[src/logic/adcs_regs.vh]
/*
  Constants for the converter input and sample-timing control: configuration
  word offset, field positions, reset value and timing counts.
  Assumes a 125 MHz system clock; included by bare name by the design files.
*/
`ifndef ADCS_REGS_VH
`define ADCS_REGS_VH

// configuration word location and reset value
`define ADCS_CFG_OFFSET     32'h0000D004
`define ADCS_CFG_RESET      32'h00001800
// bits 31:16 and bit 1 are reserved and read as zero
`define ADCS_CFG_MASK       32'h0000FFFD

// field positions
`define ADCS_PERIOD_MSB     15
`define ADCS_PERIOD_LSB     13
`define ADCS_PBUF_BIT       12
`define ADCS_NBUF_BIT       11
`define ADCS_PSEL_MSB       10
`define ADCS_PSEL_LSB       7
`define ADCS_NSEL_MSB       6
`define ADCS_NSEL_LSB       3
`define ADCS_SLOWCLK_BIT    2
`define ADCS_EN_BIT         0

// clock rates in kHz and the system clock period in ns
`define ADCS_SYS_KHZ        125000
`define ADCS_FAST_KHZ       6000
`define ADCS_SLOW_KHZ       1000
`define ADCS_CLK_PERIOD_NS  8

// sampling clocks per sample at the smallest period setting
`define ADCS_BASE_CLKS      13'h0020
// significant bits at the smallest period setting
`define ADCS_BASE_BITS      4'h5
// result width
`define ADCS_RES_BITS       16

// analog startup delay, a least time: rounded up to whole cycles
`define ADCS_STARTUP_NS     21000
`define ADCS_STARTUP_CYC \
  ((`ADCS_STARTUP_NS + `ADCS_CLK_PERIOD_NS - 1) / `ADCS_CLK_PERIOD_NS)

`endif

[src/logic/adcs_tick_gen.v]
/*
  Sampling clock enable generator: a fractional phase accumulator that
  produces one-cycle ticks at an average of 6 MHz or 1 MHz from clk.
  Assumes clk is the fixed 125 MHz system clock and run/slow_sel come from
  the same clock domain.
*/
`timescale 1ns/1ps
`include "adcs_regs.vh"

module adcs_tick_gen
#(
  parameter MODULUS   = `ADCS_SYS_KHZ / 1000,
  parameter FAST_STEP = `ADCS_FAST_KHZ / 1000,
  parameter SLOW_STEP = `ADCS_SLOW_KHZ / 1000
)
(
  // clock and reset
  input  wire        clk,
  input  wire        resetn,
  // control
  input  wire        run,
  input  wire        slow_sel,
  // sampling clock enable, one cycle wide
  output reg         tick_r
);

  localparam [7:0] MOD_W  = MODULUS[7:0];
  localparam [7:0] FAST_W = FAST_STEP[7:0];
  localparam [7:0] SLOW_W = SLOW_STEP[7:0];

  reg  [7:0] acc_r;
  wire [7:0] sum;

  // exact average rate; tick spacing jitters by one cycle since 125/6 is not whole
  assign sum = acc_r + (slow_sel ? SLOW_W : FAST_W);

  // accumulator wraps at the modulus and emits a tick on each wrap
  always @(posedge clk or negedge resetn)
  begin
    if (!resetn)
    begin
      acc_r  <= 8'h00;
      tick_r <= 1'b0;
    end
    else if (!run)
    begin
      acc_r  <= 8'h00;  // restart phase so the first sample after run rises starts aligned
      tick_r <= 1'b0;
    end
    else if (sum >= MOD_W)
    begin
      acc_r  <= sum - MOD_W;
      tick_r <= 1'b1;
    end
    else
    begin
      acc_r  <= sum;
      tick_r <= 1'b0;
    end
  end

endmodule

[src/logic/adcs_ctrl.v]
/*
  Converter input and sample-timing control: holds the configuration word,
  decodes the input selects, drives the range buffer enables, generates the
  sampling clock, counts modulator output over each sample period and
  delivers a left-aligned 16-bit result.
  Assumes the modulator bit arrives asynchronously on a pin and that the
  analog range buffers and multiplexer follow the route outputs directly.
*/
`timescale 1ns/1ps
`include "adcs_regs.vh"

module adcs_ctrl
#(
  parameter STARTUP_CYC = `ADCS_STARTUP_CYC
)
(
  // clock and reset
  input  wire        clk,
  input  wire        resetn,
  // configuration word write and readback
  input  wire        cfg_wr_en,
  input  wire [31:0] cfg_wdata,
  output wire [31:0] cfg_rdata,
  // system oscillator switched, one-cycle pulse
  input  wire        osc_switch_pulse,
  // analog front end controls
  output wire [9:0]  pos_route,
  output wire [9:0]  neg_route,
  output wire        pos_buf_route,
  output wire        neg_buf_route,
  // modulator interface
  output wire        sample_clk_en,
  input  wire        mod_bit,
  // conversion results
  output reg  [15:0] result_r,
  output reg         result_valid_r,
  output wire [3:0]  sig_bits,
  output wire        converting
);

  localparam [1:0] ST_IDLE = 2'b00;
  localparam [1:0] ST_WARM = 2'b01;
  localparam [1:0] ST_CONV = 2'b10;

  // warm-up counter is 12 bits wide, enough for the default startup count
  localparam integer WARM_LAST_I = STARTUP_CYC - 1;
  localparam [11:0]  WARM_LAST   = WARM_LAST_I[11:0];

  reg  [31:0] cfg_r;
  reg  [1:0]  state_r;
  reg  [11:0] warm_cnt_r;
  reg  [12:0] samp_cnt_r;
  reg  [12:0] ones_cnt_r;
  reg         discard_r;
  reg         mod_s1_r;
  reg         mod_s2_r;
  reg         mod_s3_r;
  reg         mod_q_r;

  wire        enable;
  wire        slow_sample_clock_sel;
  wire        positive_range_buffer_en;
  wire        negative_range_buffer_en;
  wire [3:0]  positive_input_select;
  wire [3:0]  negative_input_select;
  wire [2:0]  period_sel;
  wire [12:0] sample_len;
  wire [12:0] ones_final;
  wire [12:0] ones_sat;
  wire [31:0] cfg_masked;
  wire        restart;
  wire        tick;
  wire        last_tick;

  // input select decode: one-hot route, all zero for no connection
  // bits 5:0 external inputs, 6 ground, 7 half ref, 8 ref, 9 half supply
  function [9:0] route_decode;
    input [3:0] code;
    begin
      case (code)
        4'h0:    route_decode = 10'h001;
        4'h1:    route_decode = 10'h002;
        4'h2:    route_decode = 10'h004;
        4'h3:    route_decode = 10'h008;
        4'h4:    route_decode = 10'h010;
        4'h5:    route_decode = 10'h020;
        4'h8:    route_decode = 10'h040;
        4'h9:    route_decode = 10'h080;
        4'hA:    route_decode = 10'h100;
        4'hB:    route_decode = 10'h200;
        default: route_decode = 10'h000;  // 6, 7, 12-15 float the input
      endcase
    end
  endfunction

  // place the significant count at the top of the 16-bit result
  function [15:0] left_align;
    input [12:0] count;
    input [2:0]  period;
    reg   [28:0] wide;
    begin
      wide       = 29'h00000000;
      wide       = {16'h0000, count} << (4'hB - {1'b0, period});
      left_align = wide[15:0];
    end
  endfunction

  // configuration fields
  assign enable                   = cfg_r[`ADCS_EN_BIT];
  assign slow_sample_clock_sel    = cfg_r[`ADCS_SLOWCLK_BIT];
  assign positive_range_buffer_en = cfg_r[`ADCS_PBUF_BIT];
  assign negative_range_buffer_en = cfg_r[`ADCS_NBUF_BIT];
  assign positive_input_select    = cfg_r[`ADCS_PSEL_MSB:`ADCS_PSEL_LSB];
  assign negative_input_select    = cfg_r[`ADCS_NSEL_MSB:`ADCS_NSEL_LSB];
  assign period_sel               = cfg_r[`ADCS_PERIOD_MSB:`ADCS_PERIOD_LSB];
  assign cfg_masked               = cfg_wdata & `ADCS_CFG_MASK;
  assign cfg_rdata                = cfg_r;

  // front end routing; differential pairs are the software's job to keep
  // unbuffered, the hardware does not block them
  assign pos_route     = route_decode(positive_input_select);
  assign neg_route     = route_decode(negative_input_select);
  // the buffers are the fixed 0.25 gain stages; each bit acts alone
  assign pos_buf_route = positive_range_buffer_en;
  assign neg_buf_route = negative_range_buffer_en;

  // samples are 32 << period sampling clocks and give 5 + period bits
  assign sample_len = `ADCS_BASE_CLKS << period_sel;
  assign sig_bits   = `ADCS_BASE_BITS + {1'b0, period_sel};
  assign converting = (state_r == ST_CONV);

  // any changed write while enabled, or an oscillator switch, restarts
  assign restart = (cfg_wr_en && (cfg_masked != cfg_r)) || osc_switch_pulse;

  assign tick      = sample_clk_en;
  assign last_tick = tick && (samp_cnt_r == sample_len - 13'h0001);

  // a full-scale stream counts one too many; clip to the top code
  assign ones_final = ones_cnt_r + {12'h000, mod_q_r};
  assign ones_sat   = (ones_final == sample_len) ? ones_final - 13'h0001 : ones_final;

  // sampling clock derived from the fixed system clock alone, so the rate
  // does not depend on which oscillator the rest of the chip runs from
  adcs_tick_gen u_tick
  (
    .clk      (clk),
    .resetn   (resetn),
    .run      (converting && !restart),
    .slow_sel (slow_sample_clock_sel),
    .tick_r   (sample_clk_en)
  );

  // modulator bit from a pin: three flops, accepted when the last two agree
  always @(posedge clk or negedge resetn)
  begin
    if (!resetn)
    begin
      mod_s1_r <= 1'b0;
      mod_s2_r <= 1'b0;
      mod_s3_r <= 1'b0;
      mod_q_r  <= 1'b0;
    end
    else
    begin
      mod_s1_r <= mod_bit;
      mod_s2_r <= mod_s1_r;
      mod_s3_r <= mod_s2_r;
      if (mod_s2_r == mod_s3_r)
        mod_q_r <= mod_s3_r;
    end
  end

  // configuration word; reserved bits are forced to zero on write
  always @(posedge clk or negedge resetn)
  begin
    if (!resetn)
      cfg_r <= `ADCS_CFG_RESET;
    else if (cfg_wr_en)
      cfg_r <= cfg_masked;
  end

  // startup, discard and sample counting sequence
  always @(posedge clk or negedge resetn)
  begin
    if (!resetn)
    begin
      state_r        <= ST_IDLE;
      warm_cnt_r     <= 12'h000;
      samp_cnt_r     <= 13'h0000;
      ones_cnt_r     <= 13'h0000;
      discard_r      <= 1'b1;
      result_r       <= 16'h0000;
      result_valid_r <= 1'b0;
    end
    else
    begin
      result_valid_r <= 1'b0;
      case (state_r)
        ST_IDLE:
        begin
          warm_cnt_r <= 12'h000;
          if (enable)
            state_r <= ST_WARM;
        end
        ST_WARM:
        begin
          // analog startup delay applies only when leaving the disabled state
          if (!enable)
            state_r <= ST_IDLE;
          else if (warm_cnt_r == WARM_LAST)
          begin
            state_r    <= ST_CONV;
            samp_cnt_r <= 13'h0000;
            ones_cnt_r <= 13'h0000;
            discard_r  <= 1'b1;
          end
          else
            warm_cnt_r <= warm_cnt_r + 12'h001;
        end
        ST_CONV:
        begin
          if (!enable)
            state_r <= ST_IDLE;
          else if (restart)
          begin
            // partial sample is thrown away, and the next full one too
            samp_cnt_r <= 13'h0000;
            ones_cnt_r <= 13'h0000;
            discard_r  <= 1'b1;
          end
          else if (last_tick)
          begin
            samp_cnt_r <= 13'h0000;
            ones_cnt_r <= 13'h0000;
            discard_r  <= 1'b0;
            if (!discard_r)
            begin
              result_r       <= left_align(ones_sat, period_sel);
              result_valid_r <= 1'b1;
            end
          end
          else if (tick)
          begin
            samp_cnt_r <= samp_cnt_r + 13'h0001;
            ones_cnt_r <= ones_final;
          end
        end
        default:
          state_r <= ST_IDLE;
      endcase
    end
  end

endmodule

[config.mk]
export PLATFORM = sky130hd
export DESIGN_NAME = adcs_ctrl
export DESIGN_NICKNAME = d
export VERILOG_FILES = /design/src/logic/adcs_tick_gen.v /design/src/logic/adcs_ctrl.v
export VERILOG_INCLUDE_DIRS = /design/src /design/src/logic
export SDC_FILE = /design/constraint.sdc
export NUM_CORES = 1
export LEC_CHECK = 0
export ABC_AREA = 1
export ABC_CLOCK_PERIOD_IN_PS = 4850
export BUFFER_PORTS_ARGS = -buffer_cell sky130_fd_sc_hd__buf_2
export CORE_UTILIZATION = 45
export DETAILED_ROUTE_END_ITERATION = 16
export GPL_TIMING_DRIVEN = 0
export PLACE_DENSITY = 0.67
export SLEW_MARGIN = 30
export SYNTH_ARGS = -nofsm -noshare
export SYNTH_HDL_FRONTEND = slang
export SYNTH_SLANG_ARGS = --single-unit
[constraint.sdc]
create_clock -name clk -period 4.85 [get_ports clk]
set_input_delay 0.97 -clock clk [delete_from_list [all_inputs] [get_ports clk]]
set_output_delay 0.97 -clock clk [all_outputs]
set_load 0.02 [all_outputs]
==> metrics <==
vias per inst 5.08; Worst Setup Start Kind flip-flop; unrepaired setup endpoints after global routing no; setup repair bufs after CTS 0; HP Class reg -> reg; period utilization between 60% and 70%; outcome finished clean; fin nets 1044; Final Max Slew Viols 0; Yosys Warn Count 0; Max IR drop VDD 0.290 mV; worst-margin pin slew 542 ps; worst reg2reg setup slack 1580 ps; P_int 1.32 mW; Worst-path clk slew around 60 ps; Fin. Hold Viols 0; DP Worst Slack about 1600 ps; routed vias between 5000 and 6000; GP Congestion 0.954; kind of critical path reg -> reg; TNS Setup 0 ps; mapped cell area roughly 0.0064 mm²; total wire length roughly 16 mm; Slew headroom a little under two thirds; GRT Overall Usage between 20% and 30%; commonest non-fill, non-tap cell in the layout nand2_1; DR WL/cell about 13 µm; initial antenna violation count 0; first-pass GRT wire length 26.5 mm; 1st-pass router iterations 5; power per cell area 253 mW/mm²; post-synthesis cell type count 50; Worst Path Required between 5000 and 6000 ps; Num CTS Buffers 9; P_sw between 0.5 and 0.6 mW; Placed Cells 1156; Seq cells post-synth between 80 and 90; most frequent cells in the layout nand2_1 (212), nand3_1 (106), inv_1 (105); Final WS setup 1580 ps; final std cells w/o fill 1172; Die W 121 µm; Clock Latency Late Sink ~350 ps; CTS tree built; post-synth top area share around a third; Layout area overhead 16.2%; Final Skew about 7.0 ps; Peak Freq a little over 0.3 GHz; H-tree Lvls 3; DP HPWL ~12 mm; synth top area cells dfrtp_1 (33%), nand2_1 (12%), nand3_1 (8.3%), inv_1 (6.2%), nor2_1 (3.8%); CTS Sinks 86; share of layout cells above drive strength 1 between 20% and 30%; Final setup viols 0; Clock Power Share between 40 and 50%; DRC violations left 0; CP max FO 12; FILL cells ~1400; cell row count 43; Root Driver clkbuf_16; post-synth top area cell dfrtp_1; Starting Density between 40 and 50%; antenna cell count 0; sequential share of power roughly two fifths; IO Count approximately 110; switch share around 30%; die footprint 0.0147 mm²; Synth Instances 880; drt first-iter violations 400; total power around 1.9 mW; Resize count post-CTS 0; PortBufs roughly 80; largest net degree at the start of global routing 54; post-synthesis sequential area ratio approximately 34%; Lkg Pwr slightly below 4 nW; Hold Slack 359 ps; WP data arrival approximately 3500 ps; Max clock buf depth 2; Gate power share a little under a fifth; remaining global-route overflow 0; CP endpoint kind flip-flop; vias in the first global route about 5600; number of nets still failing antenna checks after routing 0; core area ~0.014 mm²; Hold-fix buffers, CTS 0; Period minus WS final about 3300 ps; Die Height 121 µm; post-synthesis area per instance 7.26 µm²; max-cap viol count 0
==> metal layers <==
layer	routed length, µm	GRT usage (%)
met3	539	4.84
met2	7610	37.4
met1	7320	30.5
met4	181	5.94
met5	0	0
==> synthesized netlist by cell type, drive strengths merged <==
| cell type | count |
|---|---|
| a21boi | 1 |
| a21oi | 15 |
| buf | 30 |
| clkbuf | 6 |
| clkinv | 1 |
| conb | 1 |
| dfrtp | 83 |
| dfstp | 3 |
| fa | 1 |
| ha | 19 |
| inv | 118 |
| maj3 | 1 |
| mux2 | 2 |
| mux2i | 1 |
| nand2 | 231 |
| nand3 | 114 |
| nand3b | 4 |
| nand4 | 28 |
| nor2 | 82 |
| nor3 | 18 |
| nor4 | 11 |
| o211a | 1 |
| o211ai | 1 |
| o21ai | 49 |
| o22ai | 13 |
| o31ai | 1 |
| or2 | 3 |
| xnor2 | 13 |
| xor2 | 28 |
| xor3 | 1 |
==> per-stage QoR <==
| stage | instance area, µm² | util, % |
|---|---|---|
| 4_1_cts | 7430 | 53.5 |
| 5_1_grt | 7430 | 53.5 |
| 6_report | 7430 | 53.5 |
| 2_1_floorplan | 6450 | - |
| 3_3_place_gp | 7070 | 50.9 |
| 3_5_place_dp | 7100 | 51.2 |
==> cell type report <==
type	instances	area (µm²)	area share (%)
inverter	119	454	6.12
clock inverter	6	93.8	1.26
clock buffer	10	229	3.08
sequential	86	2160	29.0
tap	180	225	3.03
buffer	36	233	3.13
timing repair buffer	80	429	5.78
multi-input combinational	655	3610	48.6
==> flip-flops by register name (all words and copies together), names as in the netlist, 2 cells and up <==
register,count
state_r,2
samp_cnt_r,13
warm_cnt_r,12
result_r,16
u_tick.acc_r,8
cfg_rdata,15
ones_cnt_r,13
==> final timing paths <==
path / from / end / cells after the start
hold reg to reg: mod_s1_r / mod_s2_r / 0
max in group asynchronous: resetn / discard_r / 2
setup / recovery: cfg_rdata[13] / ones_cnt_r[2] / 14
min in group asynchronous: resetn / ones_cnt_r[6] / 1
setup reg to reg: cfg_rdata[13] / ones_cnt_r[2] / 14
hold / removal: mod_s1_r / mod_s2_r / 0
==> worst max-delay path, stage by stage, from the launching register on <==
cell and delay [ps]:
dfrtp_1 490, inv_1 130, clkbuf_1 440, ha_1 340, nand2_4 110, ha_1 240, nand3_2 90, nor3_1 60
xnor2_1 340, nand2_1 90, nor2_1 130, nand4_2 180, nand3_2 200, buf_4 210, o22ai_1 90
==> power by group through the flow <==
stage	logic, mW	registers (mW)	clock network, mW
2_1_floorplan	0.247	0.787	0
3_3_place_gp	0.357	0.777	0
3_5_place_dp	0.363	0.778	0
4_1_cts	0.365	0.764	0.776
5_1_grt	0.405	0.768	0.803
6_report	0.362	0.764	0.756
==> logic make-up after synthesis <==
| kind of cell | Yosys count | synth area share, % |
|---|---|---|
| flops | 86 | 33.7 |
| fa+ha+maj | 21 | 4.19 |
| mux | 3 | 0.509 |
| compound gates | 81 | 6.99 |
| simple gates | 491 | 37.5 |
| xor+xnor | 42 | 6.23 |
| other cells | 1 | 0.0587 |
| buf+inv | 155 | 10.7 |
(Power assumes the default switching activity.)
